===== config.mk =====
export PLATFORM = sky130hd
export DESIGN_NAME = ppcr_regs
export DESIGN_NICKNAME = d
export VERILOG_FILES = /design/src/rtl/ppcr_pkg.sv /design/src/rtl/ppcr_sync.sv /design/src/rtl/ppcr_tmode_dec.sv /design/src/rtl/ppcr_regs.sv
export SDC_FILE = /design/constraint.sdc
export NUM_CORES = 1
export LEC_CHECK = 0
export BUFFER_PORTS_ARGS = -buffer_cell sky130_fd_sc_hd__buf_4
export CAP_MARGIN = 40
export CORE_MARGIN = 3
export CORE_UTILIZATION = 58
export CTS_BUF_LIST = sky130_fd_sc_hd__clkbuf_4
export DETAILED_ROUTE_END_ITERATION = 16
export PLACE_DENSITY_LB_ADDON = 0.12
export SLEW_MARGIN = 5
export SYNTH_ARGS = -nofsm -noshare
export SYNTH_HDL_FRONTEND = slang
export SYNTH_SLANG_ARGS = --single-unit

===== constraint.sdc =====
create_clock -name clk_sys -period 5.63 [get_ports clk_sys]
set_input_delay 0 -clock clk_sys [delete_from_list [all_inputs] [get_ports clk_sys]]
set_output_delay 0 -clock clk_sys [all_outputs]
set_load 0.01 [all_outputs]

===== src/rtl/ppcr_pkg.sv =====
package ppcr_pkg;
  localparam logic [15:0] PPCR_IDX_ROLE = 16'h1834;
  localparam logic [15:0] PPCR_IDX_TEST = 16'h1836;
  localparam logic [15:0] PPCR_IDX_PCS_CTRL = 16'h3000;
  localparam logic [15:0] PPCR_IDX_LPI_STAT = 16'h3001;
  localparam logic [17:0] PPCR_OFF_ROLE = 18'h060d0;
  localparam logic [17:0] PPCR_OFF_TEST = 18'h060d8;
  localparam logic [17:0] PPCR_OFF_PCS_CTRL = 18'h0c000;
  localparam logic [17:0] PPCR_OFF_LPI_STAT = 18'h0c004;
  localparam logic [17:0] PPCR_OFF_IRQ_STAT = 18'h10000;
  localparam logic [17:0] PPCR_OFF_IRQ_MASK = 18'h10004;
  localparam logic [15:0] PPCR_RST_ROLE = 16'h8000;
  localparam logic [15:0] PPCR_RST_TEST = 16'h0000;
  localparam logic [15:0] PPCR_RST_PCS_CTRL = 16'h0000;
  localparam int PPCR_BIT_MAN_EN = 15;
  localparam int PPCR_BIT_ROLE = 14;
  localparam int PPCR_TEST_HI = 15;
  localparam int PPCR_TEST_LO = 13;
  localparam int PPCR_BIT_PCS_RST = 15;
  localparam int PPCR_BIT_LOOP = 14;
  localparam int PPCR_BIT_RXSTOP = 10;
  localparam int PPCR_BIT_TX_LAT = 11;
  localparam int PPCR_BIT_RX_LAT = 10;
  localparam int PPCR_BIT_TX_NOW = 9;
  localparam int PPCR_BIT_RX_NOW = 8;
  localparam int PPCR_BIT_TXSTOP = 6;
  localparam logic [3:0] PPCR_PMA_TYPE = 4'h0;
  localparam logic [1:0] PPCR_RESP_OKAY = 2'h0;
  localparam logic [1:0] PPCR_RESP_SLVERR = 2'h2;
  typedef enum logic [5:0] {
    PPCR_TM_NORMAL = 6'h01,
    PPCR_TM_MODE1 = 6'h02,
    PPCR_TM_MODE2 = 6'h04,
    PPCR_TM_MODE4 = 6'h08,
    PPCR_TM_MODE5 = 6'h10,
    PPCR_TM_RSVD = 6'h20
  } ppcr_tmode_t;
endpackage


===== src/rtl/ppcr_sync.sv =====
`timescale 1ns/1ps
`default_nettype none
module ppcr_sync
  import ppcr_pkg::*;
#(
  parameter int WIDTH = 1
)
(
  input wire logic clk_sys, // System clock.
  input wire logic sys_rst, // Asynchronous reset.
  input wire logic clk_en, // Clock enable.
  input wire logic [WIDTH-1:0] async_in, // Unsynchronised levels.
  output logic [WIDTH-1:0] sync_out // Synchronised levels.
);
  logic [WIDTH-1:0] meta_q;
  always_ff @(posedge clk_sys or posedge sys_rst)
  begin
    if (sys_rst)
    begin
      meta_q <= '0;
      sync_out <= '0;
    end
    else if (clk_en)
    begin
      meta_q <= async_in;
      sync_out <= meta_q;
    end
  end
endmodule
`default_nettype wire


===== src/rtl/ppcr_tmode_dec.sv =====
`timescale 1ns/1ps
`default_nettype none
module ppcr_tmode_dec
  import ppcr_pkg::*;
(
  input wire logic [2:0] code, // Test mode field.
  output ppcr_tmode_t mode // Decoded test mode.
);
  always_comb
  begin
    case (code)
      3'h0: mode = PPCR_TM_NORMAL;
      3'h1: mode = PPCR_TM_MODE1;
      3'h2: mode = PPCR_TM_MODE2;
      3'h4: mode = PPCR_TM_MODE4;
      3'h5: mode = PPCR_TM_MODE5;
      default: mode = PPCR_TM_RSVD;
    endcase
  end
endmodule
`default_nettype wire


===== src/rtl/ppcr_regs.sv =====
// How it works
// - Role control resets to 0x8000; manual-enable bit reads one, ignores writes.
// - Role select one means link master, zero means slave; read/write.
// - Role select loads from sampled strap at reset, chosen by package.
// - Four-bit type field reads zero, meaning 100BASE-T1.
// - Test mode field decodes normal, modes 1,2,4,5; others reserved.
// - Writing one to coding-layer reset resets, then bit reads zero.
// - Coding-layer reset restores coding registers and resets the core; here only loop and receive-stoppable bits are restored.
// - Loop enable is read/write, resets zero, cleared by coding reset.
// - Receive clock may stop during idle only when stoppable bit is one.
// - Transmit idle seen flag latches high until read.
// - Receive idle seen flag latches high until read.
// - Live bit shows transmit side currently receiving idle.
// - Live bit shows receive side currently receiving idle.
// - Transmit-clock-stoppable status bit is read-only; MAC obeys it.
//
// Chosen here: the AXI4-Lite slave port.
`timescale 1ns/1ps
`default_nettype none
module ppcr_regs
  import ppcr_pkg::*;
(
  input wire logic clk_sys, // System clock, 250 MHz.
  input wire logic sys_rst, // Asynchronous reset, active high.
  input wire logic clk_en, // Freezes all state while low.
  input wire logic pkg_small, // Strap package select, high for small package.
  input wire logic led0_bootstrap_input, // Role strap, large package.
  input wire logic rxdata3_bootstrap_input, // Role strap, small package.
  input wire logic transmit_idle_in, // Transmit side receiving idle, pin.
  input wire logic receive_idle_in, // Receive side receiving idle, pin.
  input wire logic tx_clk_stop_ok, // Core allows MAC to stop tx clock.
  input wire logic rx_idle_active, // Receive path is in low-power idle.
  input wire logic [17:0] s_axi_awaddr, // Write address.
  input wire logic s_axi_awvalid, // Write address valid.
  output logic s_axi_awready, // Write address ready.
  input wire logic [31:0] s_axi_wdata, // Write data.
  input wire logic [3:0] s_axi_wstrb, // Write strobes.
  input wire logic s_axi_wvalid, // Write data valid.
  output logic s_axi_wready, // Write data ready.
  output logic [1:0] s_axi_bresp, // Write response.
  output logic s_axi_bvalid, // Write response valid.
  input wire logic s_axi_bready, // Write response ready.
  input wire logic [17:0] s_axi_araddr, // Read address.
  input wire logic s_axi_arvalid, // Read address valid.
  output logic s_axi_arready, // Read address ready.
  output logic [31:0] s_axi_rdata, // Read data.
  output logic [1:0] s_axi_rresp, // Read response.
  output logic s_axi_rvalid, // Read data valid.
  input wire logic s_axi_rready, // Read data ready.
  output logic link_master, // High when link master.
  output logic [2:0] test_mode, // Selected test mode code.
  output logic test_mode_reserved, // Reserved test mode selected.
  output logic core_reset, // One-cycle core reset pulse.
  output logic loop_enable, // Coding-layer loopback enable.
  output logic rx_clk_run, // Receive clock to MAC must run.
  output logic irq // Level interrupt.
);
  logic [1:0] idle_s;
  logic strap_done_q;
  logic [1:0] strap_wait_q;
  logic [2:0] strap_s;
  logic role_q;
  logic [15:0] test_q;
  logic loop_q;
  logic rxstop_q;
  logic pcs_rst_q;
  logic tx_lat_q;
  logic rx_lat_q;
  logic [1:0] irq_stat_q;
  logic [1:0] irq_mask_q;
  logic aw_have_q;
  logic w_have_q;
  logic [17:0] awaddr_q;
  logic [31:0] wdata_q;
  logic [3:0] wstrb_q;
  logic wr_fire;
  logic rd_fire;
  logic lat_clear;
  logic [15:0] rd_val;
  logic rd_hit;
  logic wr_hit;
  ppcr_tmode_t tmode;

  function automatic logic hit(input logic [17:0] a);
    hit = (a == PPCR_OFF_ROLE) || (a == PPCR_OFF_TEST) ||
      (a == PPCR_OFF_PCS_CTRL) || (a == PPCR_OFF_LPI_STAT) ||
      (a == PPCR_OFF_IRQ_STAT) || (a == PPCR_OFF_IRQ_MASK);
  endfunction

  ppcr_sync #(.WIDTH(5)) u_idle_sync (
    .clk_sys(clk_sys),
    .sys_rst(sys_rst),
    .clk_en(clk_en),
    .async_in({pkg_small, led0_bootstrap_input, rxdata3_bootstrap_input,
      transmit_idle_in, receive_idle_in}),
    .sync_out({strap_s, idle_s})
  );

  ppcr_tmode_dec u_tmode (
    .code(test_q[PPCR_TEST_HI:PPCR_TEST_LO]),
    .mode(tmode)
  );

  // Write channel: address and data are taken in either order.
  assign wr_fire = aw_have_q && w_have_q && !s_axi_bvalid;
  assign wr_hit = hit(awaddr_q);
  assign rd_fire = s_axi_arvalid && s_axi_arready;

  always_ff @(posedge clk_sys or posedge sys_rst)
  begin
    if (sys_rst)
    begin
      aw_have_q <= 1'b0;
      w_have_q <= 1'b0;
      awaddr_q <= '0;
      wdata_q <= '0;
      wstrb_q <= '0;
      s_axi_awready <= 1'b0;
      s_axi_wready <= 1'b0;
      s_axi_bvalid <= 1'b0;
      s_axi_bresp <= PPCR_RESP_OKAY;
    end
    else if (clk_en)
    begin
      s_axi_awready <= !aw_have_q && !(s_axi_awvalid && s_axi_awready);
      s_axi_wready <= !w_have_q && !(s_axi_wvalid && s_axi_wready);
      if (s_axi_awvalid && s_axi_awready)
      begin
        aw_have_q <= 1'b1;
        awaddr_q <= s_axi_awaddr;
      end
      if (s_axi_wvalid && s_axi_wready)
      begin
        w_have_q <= 1'b1;
        wdata_q <= s_axi_wdata;
        wstrb_q <= s_axi_wstrb;
      end
      if (wr_fire)
      begin
        s_axi_bvalid <= 1'b1;
        s_axi_bresp <= wr_hit ? PPCR_RESP_OKAY : PPCR_RESP_SLVERR;
      end
      else if (s_axi_bvalid && s_axi_bready)
      begin
        s_axi_bvalid <= 1'b0;
        aw_have_q <= 1'b0;
        w_have_q <= 1'b0;
        s_axi_awready <= 1'b1;
        s_axi_wready <= 1'b1;
      end
    end
  end

  // Strap is caught once the synchroniser has filled, never by reset.
  always_ff @(posedge clk_sys or posedge sys_rst)
  begin
    if (sys_rst)
    begin
      strap_done_q <= 1'b0;
      strap_wait_q <= 2'h0;
      role_q <= 1'b0;
    end
    else if (clk_en)
    begin
      strap_wait_q <= {strap_wait_q[0], 1'b1};
      if (!strap_done_q && strap_wait_q[1])
      begin
        strap_done_q <= 1'b1;
        role_q <= strap_s[2] ? strap_s[0] : strap_s[1];
      end
      else if (wr_fire && awaddr_q == PPCR_OFF_ROLE && wstrb_q[1])
        role_q <= wdata_q[PPCR_BIT_ROLE];
    end
  end

  always_ff @(posedge clk_sys or posedge sys_rst)
  begin
    if (sys_rst)
      test_q <= PPCR_RST_TEST;
    else if (clk_en && wr_fire && awaddr_q == PPCR_OFF_TEST)
    begin
      if (wstrb_q[0])
        test_q[7:0] <= wdata_q[7:0];
      if (wstrb_q[1])
        test_q[15:8] <= wdata_q[15:8];
    end
  end

  // Reset bit self-clears one cycle after the write and is left out of the read data, so it always reads 0.
  always_ff @(posedge clk_sys or posedge sys_rst)
  begin
    if (sys_rst)
    begin
      pcs_rst_q <= 1'b0;
      loop_q <= PPCR_RST_PCS_CTRL[PPCR_BIT_LOOP];
      rxstop_q <= PPCR_RST_PCS_CTRL[PPCR_BIT_RXSTOP];
    end
    else if (clk_en)
    begin
      pcs_rst_q <= 1'b0;
      if (pcs_rst_q)
      begin
        loop_q <= PPCR_RST_PCS_CTRL[PPCR_BIT_LOOP];
        rxstop_q <= PPCR_RST_PCS_CTRL[PPCR_BIT_RXSTOP];
      end
      else if (wr_fire && awaddr_q == PPCR_OFF_PCS_CTRL)
      begin
        if (wstrb_q[1])
        begin
          pcs_rst_q <= wdata_q[PPCR_BIT_PCS_RST];
          loop_q <= wdata_q[PPCR_BIT_LOOP];
          rxstop_q <= wdata_q[PPCR_BIT_RXSTOP];
        end
      end
    end
  end

  // Latched flags: a live condition beats the read clear.
  assign lat_clear = rd_fire && s_axi_araddr == PPCR_OFF_LPI_STAT;
  always_ff @(posedge clk_sys or posedge sys_rst)
  begin
    if (sys_rst)
    begin
      tx_lat_q <= 1'b0;
      rx_lat_q <= 1'b0;
    end
    else if (clk_en)
    begin
      tx_lat_q <= idle_s[1] | (tx_lat_q & ~lat_clear);
      rx_lat_q <= idle_s[0] | (rx_lat_q & ~lat_clear);
    end
  end

  always_ff @(posedge clk_sys or posedge sys_rst)
  begin
    if (sys_rst)
    begin
      irq_stat_q <= '0;
      irq_mask_q <= '0;
    end
    else if (clk_en)
    begin
      if (wr_fire && awaddr_q == PPCR_OFF_IRQ_MASK && wstrb_q[0])
        irq_mask_q <= wdata_q[1:0];
      if (wr_fire && awaddr_q == PPCR_OFF_IRQ_STAT && wstrb_q[0])
        irq_stat_q <= (irq_stat_q & ~wdata_q[1:0]) | idle_s;
      else
        irq_stat_q <= irq_stat_q | idle_s;
    end
  end

  always_comb
  begin
    rd_val = 16'h0000;
    rd_hit = hit(s_axi_araddr);
    case (s_axi_araddr)
      PPCR_OFF_ROLE:
      begin
        rd_val[PPCR_BIT_MAN_EN] = PPCR_RST_ROLE[PPCR_BIT_MAN_EN];
        rd_val[PPCR_BIT_ROLE] = role_q;
        rd_val[3:0] = PPCR_PMA_TYPE;
      end
      PPCR_OFF_TEST: rd_val = test_q;
      PPCR_OFF_PCS_CTRL:
      begin
        rd_val[PPCR_BIT_LOOP] = loop_q;
        rd_val[PPCR_BIT_RXSTOP] = rxstop_q;
      end
      PPCR_OFF_LPI_STAT:
      begin
        rd_val[PPCR_BIT_TX_LAT] = tx_lat_q;
        rd_val[PPCR_BIT_RX_LAT] = rx_lat_q;
        rd_val[PPCR_BIT_TX_NOW] = idle_s[1];
        rd_val[PPCR_BIT_RX_NOW] = idle_s[0];
        rd_val[PPCR_BIT_TXSTOP] = tx_clk_stop_ok;
      end
      PPCR_OFF_IRQ_STAT: rd_val[1:0] = irq_stat_q;
      PPCR_OFF_IRQ_MASK: rd_val[1:0] = irq_mask_q;
      default: rd_val = 16'h0000;
    endcase
  end

  always_ff @(posedge clk_sys or posedge sys_rst)
  begin
    if (sys_rst)
    begin
      s_axi_arready <= 1'b0;
      s_axi_rvalid <= 1'b0;
      s_axi_rdata <= '0;
      s_axi_rresp <= PPCR_RESP_OKAY;
    end
    else if (clk_en)
    begin
      if (rd_fire)
      begin
        s_axi_arready <= 1'b0;
        s_axi_rvalid <= 1'b1;
        s_axi_rdata <= {16'h0000, rd_val};
        s_axi_rresp <= rd_hit ? PPCR_RESP_OKAY : PPCR_RESP_SLVERR;
      end
      else if (s_axi_rvalid && s_axi_rready)
      begin
        s_axi_rvalid <= 1'b0;
        s_axi_arready <= 1'b1;
      end
      else if (!s_axi_rvalid)
        s_axi_arready <= 1'b1;
    end
  end

  always_ff @(posedge clk_sys or posedge sys_rst)
  begin
    if (sys_rst)
    begin
      link_master <= 1'b0;
      test_mode <= 3'h0;
      test_mode_reserved <= 1'b0;
      core_reset <= 1'b0;
      loop_enable <= 1'b0;
      rx_clk_run <= 1'b1;
      irq <= 1'b0;
    end
    else if (clk_en)
    begin
      link_master <= role_q;
      test_mode <= test_q[PPCR_TEST_HI:PPCR_TEST_LO];
      test_mode_reserved <= (tmode == PPCR_TM_RSVD);
      core_reset <= pcs_rst_q;
      loop_enable <= loop_q;
      rx_clk_run <= !(rxstop_q && rx_idle_active);
      irq <= |(irq_stat_q & irq_mask_q);
    end
  end

  a_role_reads_one: assert property (@(posedge clk_sys) disable iff (sys_rst)
    rd_fire && s_axi_araddr == PPCR_OFF_ROLE |=> s_axi_rdata[15])
    else $error("manual enable bit read as zero");
  a_type_zero: assert property (@(posedge clk_sys) disable iff (sys_rst)
    rd_fire && s_axi_araddr == PPCR_OFF_ROLE |=> s_axi_rdata[3:0] == 4'h0)
    else $error("type field not zero");
  a_master_follows: assert property (@(posedge clk_sys) disable iff (sys_rst)
    clk_en |=> link_master == $past(role_q))
    else $error("link master not following role");
  a_reset_selfclr: assert property (@(posedge clk_sys) disable iff (sys_rst)
    pcs_rst_q && clk_en |=> !pcs_rst_q)
    else $error("coding reset did not clear");
  a_loop_cleared: assert property (@(posedge clk_sys) disable iff (sys_rst)
    pcs_rst_q && clk_en |=> !loop_q && !rxstop_q)
    else $error("loopback not cleared by reset");
  a_core_reset_pulse: assert property (@(posedge clk_sys) disable iff (sys_rst)
    pcs_rst_q && clk_en |=> core_reset)
    else $error("core reset not pulsed");
  a_tx_lat_hold: assert property (@(posedge clk_sys) disable iff (sys_rst)
    tx_lat_q && !lat_clear && clk_en |=> tx_lat_q)
    else $error("transmit flag lost before read");
  a_rx_lat_set: assert property (@(posedge clk_sys) disable iff (sys_rst)
    idle_s[0] && clk_en |=> rx_lat_q)
    else $error("receive flag did not set");
  a_rx_clk_runs: assert property (@(posedge clk_sys) disable iff (sys_rst)
    !rxstop_q && clk_en |=> rx_clk_run)
    else $error("receive clock stopped while not stoppable");
  a_rsvd_mode: assert property (@(posedge clk_sys) disable iff (sys_rst)
    clk_en && test_q[15:13] == 3'h3 |=> test_mode_reserved)
    else $error("reserved test mode not flagged");
endmodule
`default_nettype wire


# --- Yosys cells after proc, flatten, opt, wreduce, memory -nomap -nowiden ---
# Cells that the tools add are included.
classes:
  order_cmp: 0
  div_mod_pow: 0
  bitwise: 10
  eq_ne: 18
  n_mux: 44
  n_shift: 0
  n_addsub: 0
  n_reduce_logical: 58
  n_mul: 0
op_table:
  columns: ["cell", "n"]
  rows:
  - ["== test 18 x 15 -> 1 bit (second input constant)", 4]
  - ["== test 18 x 16 -> 1 bit (second input constant)", 4]
  - ["== test 18 x 17 -> 1 bit (second input constant)", 4]
  - ["two-way mux 1 bit", 30]
  - ["one-hot mux 6 bit (5 select lines)", 1]
  - ["AND reduction 2 bit", 12]
  - ["logical AND 1 bit", 21]
  - ["two-way mux 2 bit", 6]
  - ["logical OR 1 bit", 10]
  - ["nonzero test 2 bit", 5]
  - ["zero test 1 bit", 7]
  - ["== test 3 bit (second input constant)", 2]
  - ["== test 6 bit (second input constant)", 1]
  - ["one-hot mux 1 bit (2 select lines)", 3]
  - ["one-hot mux 1 bit (3 select lines)", 2]
  - ["one-hot mux 2 bit (3 select lines)", 1]
  - ["AND 2 bit", 2]
  - ["OR 2 bit", 2]
  - ["one-hot mux 2 bit (2 select lines)", 1]
  - ["== test 3 x 1 -> 1 bit (second input constant)", 1]
  - ["== test 3 x 2 -> 1 bit (second input constant)", 1]
  - ["zero test 3 bit", 1]
  - ["inequality test 3 x 1 -> 1 bit (second input constant)", 1]
  - ["AND reduction 3 bit", 1]
  - ["other kinds (5)", 7]
totals:
  latchBits: 0
  n_memories: 0
  out_inout_bits: 50
  rom_bits: 0
  register_bits: 111
  word_cells: 164
  ramBits: 0

# --- Depth between registers and ports, before layout ---
# Gate-level depths: netlist of run 1.
depth:
  depth_word: 7
  depth_mapped: 6

# --- Modules after synthesis ---
# From an unflattened synthesis of run 1, not the netlist that was laid out.
unflattened:
  cells_unflattened: 383
  hier_area_um2: 4929.7
by_module_without_submodules:
  columns: ["module", "area_each_um2", "cells_each", "seq_area_each_um2", "instances"]
  rows:
  - ["ppcr_regs", 4469.3, 355, 2478.6, 1]
  - ["ppcr_sync", 415.4, 22, 250.2, 1]
  - ["ppcr_tmode_dec", 45.0, 6, 0.0, 1]

# --- Worst setup path before layout of run 1 ---
# No wires, ideal clock.
synth_path:
  path_kind: "register to register"
  start: "register awaddr_q[12]"
  end: "register test_q[0]"
  path_buffers: 0
  path_stages_with_launch: 5
  path_slack_ps: 3661
  setup_ps: 125
  t_arrival_ps: 1845
  t_required_ps: 5505
  period_less_slack_ps: 1969
  path_cell_list: "dfrtp_1 or4_4 nor4_4 nand3_4 mux2_2"
synth_via:
  elab_chain_cells: 3
synth_lines:
  columns: ["item", "line_no", "rtl"]
  rows:
  - ["from (decl)", "ppcr_regs.sv:73", "logic [17:0] awaddr_q;"]
  - ["from (signal assigned)", "ppcr_regs.sv:130", "awaddr_q <= s_axi_awaddr;"]
  - ["== test 18 x 15 -> 1 bit", "ppcr_regs.sv:180", "else if (clk_en && wr_fire && awaddr_q == PPCR_OFF_TEST)"]
  - ["logical AND 1 bit", "ppcr_regs.sv:180", null]
  - ["AND reduction 2 bit (no line)", null, null]
  - ["to (signal assigned)", "ppcr_regs.sv:183", "test_q[7:0] <= wdata_q[7:0];"]
  - ["to (decl)", "ppcr_regs.sv:63", "logic [15:0] test_q;"]
# No other way between the ends.
# A chain may end at the register's enable or synchronous reset.

# --- Worst setup path after layout of run 1 ---
layout_path:
  start: "register s_axi_arready"
  end: "register s_axi_rdata[6]"
layout_via:
  elab_chain_cells: 2
layout_lines:
  columns: ["item", "line_no", "rtl"]
  rows:
  - ["from (decl)", "ppcr_regs.sv:45", "output logic s_axi_arready,"]
  - ["from (signal assigned)", "ppcr_regs.sv:287", "s_axi_arready <= 1'b0;"]
  - ["from (signal assigned)", "ppcr_regs.sv:296", "s_axi_arready <= 1'b0;"]
  - ["from (signal assigned)", "ppcr_regs.sv:304", "s_axi_arready <= 1'b1;"]
  - ["logical AND 1 bit", "ppcr_regs.sv:107", "assign rd_fire = s_axi_arvalid && s_axi_arready;"]
  - ["AND reduction 2 bit (no line)", null, null]
  - ["to (signal assigned)", "ppcr_regs.sv:298", "s_axi_rdata <= {16'h0000, rd_val};"]
  - ["to (decl)", "ppcr_regs.sv:46", "output logic [31:0] s_axi_rdata,"]
# No other way between the ends.

==> summary.txt, run 1 <==
RePlAce Congestion: 0.8036
area leader, netlist: dfrtp_1
switching share of power: 29.81%
share of cells above drive strength 1: 38.08%
grt ovf: 0
CTS buffer count: 9
Internal Pwr Total: 0.001281 W
clock tree from TritonCTS: done
commonest cells in the netlist: dfrtp_1, mux2_2, nand2_1, buf_4, inv_1
number of port buffers: 100
CTS resizes: 0
Worst Path Max Fanout: 25
Post-Syn Area: 4752 um2
number of synthesized flops with an enable pin: 0
CP max stage delay: 0.58 ns
Final setup viols: 0
DR vias/cell: 5.364
number of H-tree levels: 3
Worst path most repeated cell: nand3_1
TritonRoute pass-1 iters: 4
Synth area leaders: dfrtp_1, mux2_2, buf_4
die area: 9315 um2
worst r2r src: s_axi_arready
antenna violations before repair: 0
final wirelength: 10090 um
register bit total from synthesis: 109
Pins Over Slew Limit: 0
first-pass GRT wire length: 16180 um
Slew headroom: 42.66%
DIE HEIGHT: 96.52 um
LEAKAGE: 2.939 nW
number of I/O pins: 137
Synth top area share: 56.87%
hold crit path type: in -> reg
Max Clock Skew: 0.02487 ns
status: completed
crit path launch type: flip-flop
total power: 0.001826 W
Fmax: 405.3 MHz
Worst Hold Endpoint: s_axi_awready
most frequent cell after synthesis: dfrtp_1
worst-path cell chain: nand3_1 > buf_4 > nor4_1 > nand3_1 > o21ai_0 > dlygate4sd3_1
WP data required: 6.03 ns
R2R cell count: 6
pwr dens: 291.6 nW/um2
mean area per synthesized cell: 12.67 um2
post-layout util: 79.78%
Sw Pwr: 0.0005442 W
R2R Setup Slk: 3.16 ns
clk slew on worst S/H paths: 0.17 ns
Starting Density: 60.55%
Critical path origin: s_axi_arready
Core Box Area: 7848 um2
fin crit period: 2.467 ns
ys flop type: dfrtp_1
total of max-cap violations: 0
die span in x: 96.52 um
post-CTS setup buffer count: 0
final worst path period share: 43.82%
RR Endpoint: s_axi_rdata[6]
Clock Tree Root: clkbuf_4
hold wc startpoint: clk_en
clock group share of total power: 19.4%
vias in the first global route: 3461
RSZ-0062 raised after global routing: false
wire per inst: 15.69 um
Antenna Nets Post-Route: 0
crit path kind: reg -> reg
Cell variety after synth: 50
CP max stage cell: dlygate4sd3_1
Ant. Diodes: 0
Cells after Synth: 375
fin nets: 623
FP Rows: 32
Final TNS setup: 0 ns
Comb power frac: 22.3%
CTS Buffer Depth: 2
Seq/Total Area, Yosys: 57.42%
Worst-Margin Slew: 0.8577 ns
final count of hold timing violations: 0
largest net degree at the start of global routing: 59
# clock sinks: 109
DRC errors left: 0
worst-case vdd ir drop: 0.2196 mV
Ys Warns: 0
routed vias: 3449
asr flop ratio synth: 100.0%
Total GRT Usage: 22.92%
crit path capture type: flip-flop
Cells on Worst Hold Path: 3
worst-skew pair later-pin latency: 0.45 ns
Reg power frac: 58.3%
DP Wirelength: 6736 um
1st-iter DRT viols: 122
Worst EP arrival: 2.87 ns
Area growth, synth to finish: 31.75%
## metrics by stage
| step | area [um2] | std cells | setup WS, ns | hold WS, ns |
|---|---|---|---|---|
| after global placement | 5534 | 567 | 3.470 | 0.1274 |
| after global routing | 6261 | 643 | 2.971 | 0.02694 |
| after floorplan | 4816 | 392 | 2.758 | 0.07224 |
| after detailed placement | 5559 | 569 | 3.415 | 0.1282 |
| final | 6261 | 643 | 3.163 | 0.02694 |
| after CTS | 6261 | 643 | 3.211 | 0.009474 |
## critical path, delay by kind of cell (launching register included)
kind / cells / cell delay [ns]
AO/OA/AOI/OAI: 1 / 0.23
buffers and inverters: 2 / 0.84
flip-flops: 1 / 0.41
AND/OR/NAND/NOR: 3 / 0.94
## how the worst max path moves through the flow
stage,endpoint,depth (start not counted)
floorplan,aw_have_q,1
global placement,irq_mask_q[1],4
detailed placement,irq_mask_q[1],4
CTS,s_axi_rdata[6],6
global route,s_axi_rdata[6],6
finish,s_axi_rdata[6],6
## layout by cell type, fill, tap and decap left out, types with 10 or more instances in the layout
cell | synthesis | routed
a22o_1 | 12 | 12
nand2_1 | 19 | 19
o21ai_0 | 11 | 11
clkbuf_4 | 0 | 10
a21oi_1 | 10 | 10
conb_1 | 1 | 18
dlygate4sd3_1 | 0 | 58
nand3_1 | 12 | 12
dfrtp_1 | 108 | 108
nor2_1 | 14 | 14
buf_4 | 18 | 102
inv_1 | 15 | 14
mux2_2 | 72 | 72
## sequential cells by signal (all words and copies together), names as in the netlist, 2 cells and up
signal / cells
irq_stat_q: 2
test_q: 16
irq_mask_q: 2
wstrb_q: 2
s_axi_rdata: 16
u_idle_sync.sync_out: 5
strap_wait_q: 2
wdata_q: 16
awaddr_q: 18
u_idle_sync.meta_q: 5
test_mode: 3
## power groups by stage
| stage | Clock (W) | Combinational, W | Sequential [W] |
|---|---|---|---|
| after floorplan | 0 | 0.000264 | 0.00105 |
| after global placement | 0 | 0.000360 | 0.00107 |
| after detailed placement | 0 | 0.000378 | 0.00108 |
| after CTS | 0.000363 | 0.000408 | 0.00106 |
| after global routing | 0.000396 | 0.000448 | 0.00109 |
| final | 0.000354 | 0.000407 | 0.00106 |
## routing by layer
metal | global-route usage, % | up-vias | wire length [um]
met5 | 0 | - | 0
met2 | 38.62 | 105 | 5106
met1 | 29.91 | 1669 | 4330
met4 | 8.645 | 0 | 186
li1 | - | 1658 | -
met3 | 3.796 | 17 | 468
## cell families (layout without fill, tap and decap cells)
kind of cell / after synthesis / after routing / share of synthesized area (%)
other: 1 / 18 / 0.07891
buffers and inverters: 44 / 193 / 4.924
AOI/OAI and AO/OA: 55 / 55 / 8.241
muxes: 74 / 74 / 17.48
DFF: 109 / 109 / 57.43
and+or+nand+nor: 92 / 92 / 11.85
## repair_timing
action | in CTS | in global routing
hold endpoints to repair | 110 | 0
hold buffers | 58 | 0
setup endpoints to repair | 0 | 0
## area by class of cell
class                      count  area (um2)
fill                         479        1587
tap                          102       127.6
timing repair buffer         162        1371
clock buffer                  10       75.07
clock inverter                 6       46.29
inverter                      15       58.81
sequential                   109        2729
multi-input combinational    239        1853
Note: power is estimated with default switching activity, not from simulation.
==> run 2: changes to the inputs <==
- ABC_AREA: unset -> 1
- CORE_UTILIZATION: 58 -> 54
- clock period: 5.63 -> 2.5 ns (I/O delays scaled with it)
==> summary.txt, run 2 <==
Synth area leaders: dfrtp_1, nand2_1, nor2_1 (was dfrtp_1, mux2_2, buf_4)
xor/xnor cell area share of the yosys netlist: 0% (unchanged)
FP Rows: 34 (was 32)
number of synthesized flops with an enable pin: 0 (unchanged)
Top reg by flops: awaddr_q (unchanged)
WP data required: 2.92 ns (was 6.03 ns)
Final TNS setup: 0 ns (unchanged)
area leader, netlist: dfrtp_1 (unchanged)
RSZ-0062 raised after global routing: false (unchanged)
Post-Synth Adder-Cell Area: 0% (unchanged)
final count of hold timing violations: 0 (unchanged)
CTS Buffer Depth: 2 (unchanged)
most frequent cell after synthesis: nand2_1 (was dfrtp_1)
RePlAce Congestion: 0.8200 (was 0.8036)
clock group share of total power: 21.7% (was 19.4%)
total of max-cap violations: 0 (unchanged)
Fmax: 470.7 MHz
fin crit period: 2.124 ns
Internal Pwr Total: 0.002692 W (was 0.001281 W)
number of H-tree levels: 3 (unchanged)
first-pass GRT wire length: 19080 um (was 16180 um)
final wirelength: 11540 um (was 10090 um)
worst-case vdd ir drop: 0.4365 mV (was 0.2196 mV)
worst-path cell chain: dlygate4sd3_1 > buf_4 > nor2_1 > nand4_1 > dlygate4sd3_1 > nor3b_2 > nand3_1 > nand3_1 (was nand3_1 > buf_4 > nor4_1 > nand3_1 > o21ai_0 > dlygate4sd3_1)
DRC errors left: 0 (unchanged)
Starting Density: 56.64% (was 60.55%)
fin nets: 829 (was 623)
status: completed (unchanged)
main combinational cell family by area after synthesis: simple AND/OR/NAND/NOR gates (was multiplexers)
clk slew on worst S/H paths: 0.18 ns (was 0.17 ns)
Area growth, synth to finish: 30.21% (was 31.75%)
asr flop ratio synth: 100.0% (unchanged)
simple-gate area share of the yosys netlist: 25.66% (was 11.85%)
grt peak-use layer: met2 (unchanged)
Max Clock Skew: 0.02311 ns (was 0.02487 ns)
Antenna Nets Post-Route: 0 (unchanged)
final worst path period share: 84.97%
Ant. Diodes: 0 (unchanged)
Core Box Area: 8891 um2 (was 7848 um2)
hold crit path type: in -> reg (unchanged)
mean area per synthesized cell: 8.638 um2 (was 12.67 um2)
TritonRoute pass-1 iters: 5 (was 4)
most common cell after layout, fill and taps aside: nand2_1 (was dfrtp_1)
Cells after Synth: 583 (was 375)
Final setup viols: 0 (unchanged)
Post-Syn Area: 5036 um2 (was 4752 um2)
routing usage on met1: 29.07% (was 29.91%)
Synth top area share: 53.66% (was 56.87%)
max FFs per register: 18 (unchanged)
CP max stage cell: nor3b_2 (was dlygate4sd3_1)
crit path launch type: input pin (was flip-flop)
compound-cell area share of the yosys netlist: 8.671% (was 8.241%)
number of port buffers: 100 (unchanged)
largest net degree at the start of global routing: 47 (was 59)
Worst EP arrival: 2.55 ns (was 2.87 ns)
CP max stage delay: 0.62 ns (was 0.58 ns)
Worst Path Max Fanout: 11 (was 25)
Worst-Margin Slew: 0.8764 ns (was 0.8577 ns)
antenna violations before repair: 0 (unchanged)
number of I/O pins: 137 (unchanged)
Sw Pwr: 0.001286 W (was 0.0005442 W)
grt ovf: 0 (unchanged)
total power: 0.003978 W (was 0.001826 W)
vias in the first global route: 4243 (was 3461)
register bit total from synthesis: 109 (unchanged)
Comb power frac: 22.6% (was 22.3%)
Total GRT Usage: 23.26% (was 22.92%)
post-layout util: 73.75% (was 79.78%)
Clock Tree Root: clkbuf_4 (unchanged)
crit path kind: in -> reg (was reg -> reg)
routed vias: 4321 (was 3449)
ys flop type: dfrtp_1 (unchanged)
CTS resizes: 0 (unchanged)
Pins Over Slew Limit: 0 (unchanged)
Seq/Total Area, Yosys: 54.19% (was 57.42%)
Slew headroom: 41.41% (was 42.66%)
wire per inst: 13.49 um (was 15.69 um)
Ys Warns: 0 (unchanged)
DP Wirelength: 8146 um (was 6736 um)
Cell variety after synth: 32 (was 50)
DIE HEIGHT: 102.6 um (was 96.52 um)
worst-skew pair later-pin latency: 0.48 ns (was 0.45 ns)
crit path capture type: flip-flop (unchanged)
1st-iter DRT viols: 214 (was 122)
mux contribution to synthesized area: 2.907% (was 17.48%)
clock tree from TritonCTS: done (unchanged)
DR vias/cell: 5.054 (was 5.364)
share of cells above drive strength 1: 22.76% (was 38.08%)
switching share of power: 32.33% (was 29.81%)
Reg power frac: 55.7% (was 58.3%)
# clock sinks: 109 (unchanged)
pwr dens: 606.6 nW/um2 (was 291.6 nW/um2)
LEAKAGE: 3.336 nW (was 2.939 nW)
CTS buffer count: 9 (unchanged)
GR Util met2: 41.31% (was 38.62%)
die span in x: 102.6 um (was 96.52 um)
die area: 10520 um2 (was 9315 um2)
commonest cells in the netlist: nand2_1, dfrtp_1, nor2_1, inv_1, nand3_1 (was dfrtp_1, mux2_2, nand2_1, buf_4, inv_1)
routing usage on met3: 4.804% (was 3.796%)
most frequent cells in the layout: nand2_1, dfrtp_1, buf_4 (was dfrtp_1, buf_4, mux2_2)
run 2: cell types whose count changed in the layout (fill, tap and decap cells not counted), moves of 12 or more:
cell	before	now
a21oi_1	10	28
o21ai_2	0	16
nand3_1	12	42
o21ai_0	11	24
nand2_1	19	148
nor2_1	14	74
a22o_1	12	0
mux2_2	72	13
inv_1	14	51
run 2: power by group through the flow:
stage	logic [W]	clock network (W)	registers, W
4_1_cts	0.000906	0.000884	0.00221
6_report	0.000900	0.000862	0.00222
2_1_floorplan	0.000556	0	0.00223
3_5_place_dp	0.000835	0	0.00225
3_3_place_gp	0.000800	0	0.00224
5_1_grt	0.00102	0.000955	0.00225
run 2: path summary, 6_finish.rpt:
kind,cells past startpoint,startpoint,to,slack [ns]
worst max-delay path,8,s_axi_araddr[17],s_axi_rdata[11],0.38
worst min-delay path,4,s_axi_arvalid,s_axi_rvalid,0.03
worst max register to register,2,s_axi_awready,awaddr_q[8],0.82
worst min register to register,2,test_mode[2],test_mode[2],0.49
max in group asynchronous,4,sys_rst,s_axi_rdata[0],1.66
min in group asynchronous,3,sys_rst,u_idle_sync.meta_q[4],0.14
run 2: stage by stage:
stage	instances	setup WS, ns	hold slack, ns	cell area [um2]
after floorplan	600	1.119	0.07224	5104
after global placement	780	0.8942	0.09394	5833
after detailed placement	780	0.8310	0.1008	5833
after CTS	855	0.4084	0.01844	6558
after global routing	855	0.2291	0.04859	6558
final	855	0.3757	0.03493	6558
run 2: worst max-delay path: cells and delay by family:
| family | cells | cell delay, ns |
|---|---|---|
| buffers and inverters | 3 | 1.25 |
| and+or+nand+nor | 5 | 1.28 |
run 2: layout make-up:
type                       instances  area [um2]
clock buffer                       9       67.56
clock inverter                     7       66.31
fill                             665        2333
inverter                          55       210.2
multi-input combinational        401        1943
sequential                       109        2729
tap                              108       135.1
timing repair buffer             166        1406
run 2: cell families (layout without fill, tap and decap cells):
kind of cell | count (synthesis) | in the layout
buffers and inverters | 90 | 237
and+or+nand+nor | 297 | 297
AOI/OAI and AO/OA | 73 | 73
other | 1 | 18
muxes | 13 | 13
DFF | 109 | 109
run 2: routing by layer:
layer / part of all wire [%] / vias up
met5: 0 / -
met4: 1.3 / 0
met3: 4.5 / 14
met2: 51 / 115
met1: 43 / 2052
li1: - / 2140
run 2: repair_timing:
item                                   in CTS  in global routing
endpoints found under the hold margin     121                  0
setup buffers                               0                  0
hold buffers                               59                  0
==> run 3: changes to the inputs <==
- CORE_UTILIZATION: 54 -> 49
- clock period: 2.5 -> 1.9 ns (I/O delays scaled with it)
==> summary.txt, run 3 (synthesis gave the netlist of run 2 again) <==
fin nets: 832 (was 829)
Clock Tree Root: clkbuf_4 (unchanged)
Pins Over Slew Limit: 0 (unchanged)
Starting Density: 51.05% (was 56.64%)
DR WL met3: 516 um (was 524 um)
final count of hold timing violations: 0 (unchanged)
post-layout util: 67.45% (was 73.75%)
worst-path cell chain: nor2_1 > nand2_1 > nor2_2 > nand2_1 > inv_2 > nand3_4 > nand2_1 > o21ai_2 (was dlygate4sd3_1 > buf_4 > nor2_1 > nand4_1 > dlygate4sd3_1 > nor3b_2 > nand3_1 > nand3_1)
worst-case vdd ir drop: 0.5200 mV (was 0.4365 mV)
dpl cells: 805 (was 780)
Final setup viols: 0 (unchanged)
max FFs per register: 18 (unchanged)
crit path capture type: flip-flop (unchanged)
fin crit period: 1.561 ns
worst-skew pair later-pin latency: 0.46 ns (was 0.48 ns)
largest net degree at the start of global routing: 110 (was 47)
Final Non-Filler Cells: 883 (was 855)
Max Clock Skew: 0.02491 ns (was 0.02311 ns)
Max Used Layer: met4 (unchanged)
Worst Path Max Fanout: 16 (was 11)
1st-iter DRT viols: 189 (was 214)
Final TNS setup: 0 ns (unchanged)
grt ovf: 0 (unchanged)
crit path launch type: flip-flop (was input pin)
TritonRoute pass-1 iters: 4 (was 5)
vias in the first global route: 4045 (was 4243)
Ant. Diodes: 0 (unchanged)
number of port buffers: 100 (unchanged)
DR vias/cell: 4.849 (was 5.054)
FP Rows: 36 (was 34)
total of max-cap violations: 0 (unchanged)
Top reg by flops: awaddr_q (unchanged)
CTS resizes: 0 (unchanged)
die area: 11530 um2 (was 10520 um2)
wire per inst: 12.93 um (was 13.49 um)
Total GRT Usage: 20.60% (was 23.26%)
WP data required: 2.26 ns (was 2.92 ns)
hold crit path type: in -> reg (unchanged)
RSZ-0062 raised after global routing: false (unchanged)
RePlAce Congestion: 0.8056 (was 0.8200)
most frequent cells in the layout: nand2_1, dfrtp_1, buf_4 (unchanged)
share of cells above drive strength 1: 22.67% (was 22.76%)
Antenna Nets Post-Route: 0 (unchanged)
number of I/O pins: 137 (unchanged)
clk slew on worst S/H paths: 0.19 ns (was 0.18 ns)
Worst EP arrival: 1.93 ns (was 2.55 ns)
die span in x: 107.4 um (was 102.6 um)
total power: 0.005344 W (was 0.003978 W)
post-CTS setup buffer count: 0 (unchanged)
Area growth, synth to finish: 32.12% (was 30.21%)
DP Wirelength: 7647 um (was 8146 um)
DIE HEIGHT: 107.4 um (was 102.6 um)
DR WL met2: 5496 um (was 5901 um)
crit path kind: reg -> reg (was in -> reg)
hold slack final: 0.04249 ns (was 0.03493 ns)
number of H-tree levels: 3 (unchanged)
routed vias: 4282 (was 4321)
clock tree from TritonCTS: done (unchanged)
CTS buffer count: 9 (unchanged)
first-pass GRT wire length: 18800 um (was 19080 um)
most common cell after layout, fill and taps aside: nand2_1 (unchanged)
pwr dens: 803.1 nW/um2 (was 606.6 nW/um2)
Worst-Margin Slew: 0.5788 ns (was 0.8764 ns)
Core Box Area: 9864 um2 (was 8891 um2)
# clock sinks: 109 (unchanged)
antenna violations before repair: 0 (unchanged)
LEAKAGE: 3.350 nW (was 3.336 nW)
DRT met1 WL: 5177 um (was 4962 um)
CP max stage cell: dfrtp_1 (was nor3b_2)
final wirelength: 11420 um (was 11540 um)
Fmax: 640.7 MHz
DRC errors left: 0 (unchanged)
final worst path period share: 82.15%
Slew headroom: 61.41% (was 41.41%)
CTS Buffer Depth: 2 (unchanged)
Worst path most repeated cell: nand2_1
status: completed (unchanged)
CP max stage delay: 0.45 ns (was 0.62 ns)
run 3: final timing paths:
kind                             startpoint             end  slack [ns]  cells after the start
max in group asynchronous           sys_rst  s_axi_rdata[1]        1.23                      4
hold / removal             s_axi_araddr[16]  s_axi_rdata[0]        0.04                      6
hold reg to reg                test_mode[0]    test_mode[0]        0.49                      2
min in group asynchronous           sys_rst    awaddr_q[12]        0.21                      4
setup reg to reg               s_axi_bvalid       test_q[1]        0.34                      8
setup / recovery               s_axi_bvalid       test_q[1]        0.34                      8
run 3: worst max-delay path, delay by kind of cell, from the launching register on:
kind | cells | cell delay (ns)
simple gates | 6 | 0.87
flops | 1 | 0.45
buf+inv | 1 | 0.08
compound gates | 1 | 0.06
run 3: stage by stage:
stage               setup slack (ns)  area [um2]
floorplan                     0.5193        5104
global placement              0.3923        5877
detailed placement            0.3750        5877
CTS                           0.3280        6654
global route                  0.1569        6654
finish                        0.3391        6654
run 3: power by group:
group	switching [W]	internal (W)
clock network	0.000810	0.000436
logic	0.000638	0.000551
registers	0.000212	0.00270
total	0.00166	0.00368
run 3: cell type report:
cell class | count | area (um2)
clock inverters | 7 | 88.84
fillers | 805 | 3211
repair buffers | 169 | 1449
well taps | 133 | 166.4
inverters | 55 | 210.2
flip-flops and latches | 109 | 2729
clock buffers | 9 | 67.56
multi-input cells | 401 | 1943
run 3: per-layer routing:
layer | vias to the layer above | global-route usage, %
met5 | - | 0
met4 | 0 | 6.402
met3 | 15 | 4.199
met2 | 105 | 34.58
met1 | 2011 | 27.00
li1 | 2151 | -
run 3: repair_timing:
action / CTS / global route
hold buffers: 62 / 0
endpoints found under the hold margin: 173 / 0
setup endpoints to repair: 0 / 0
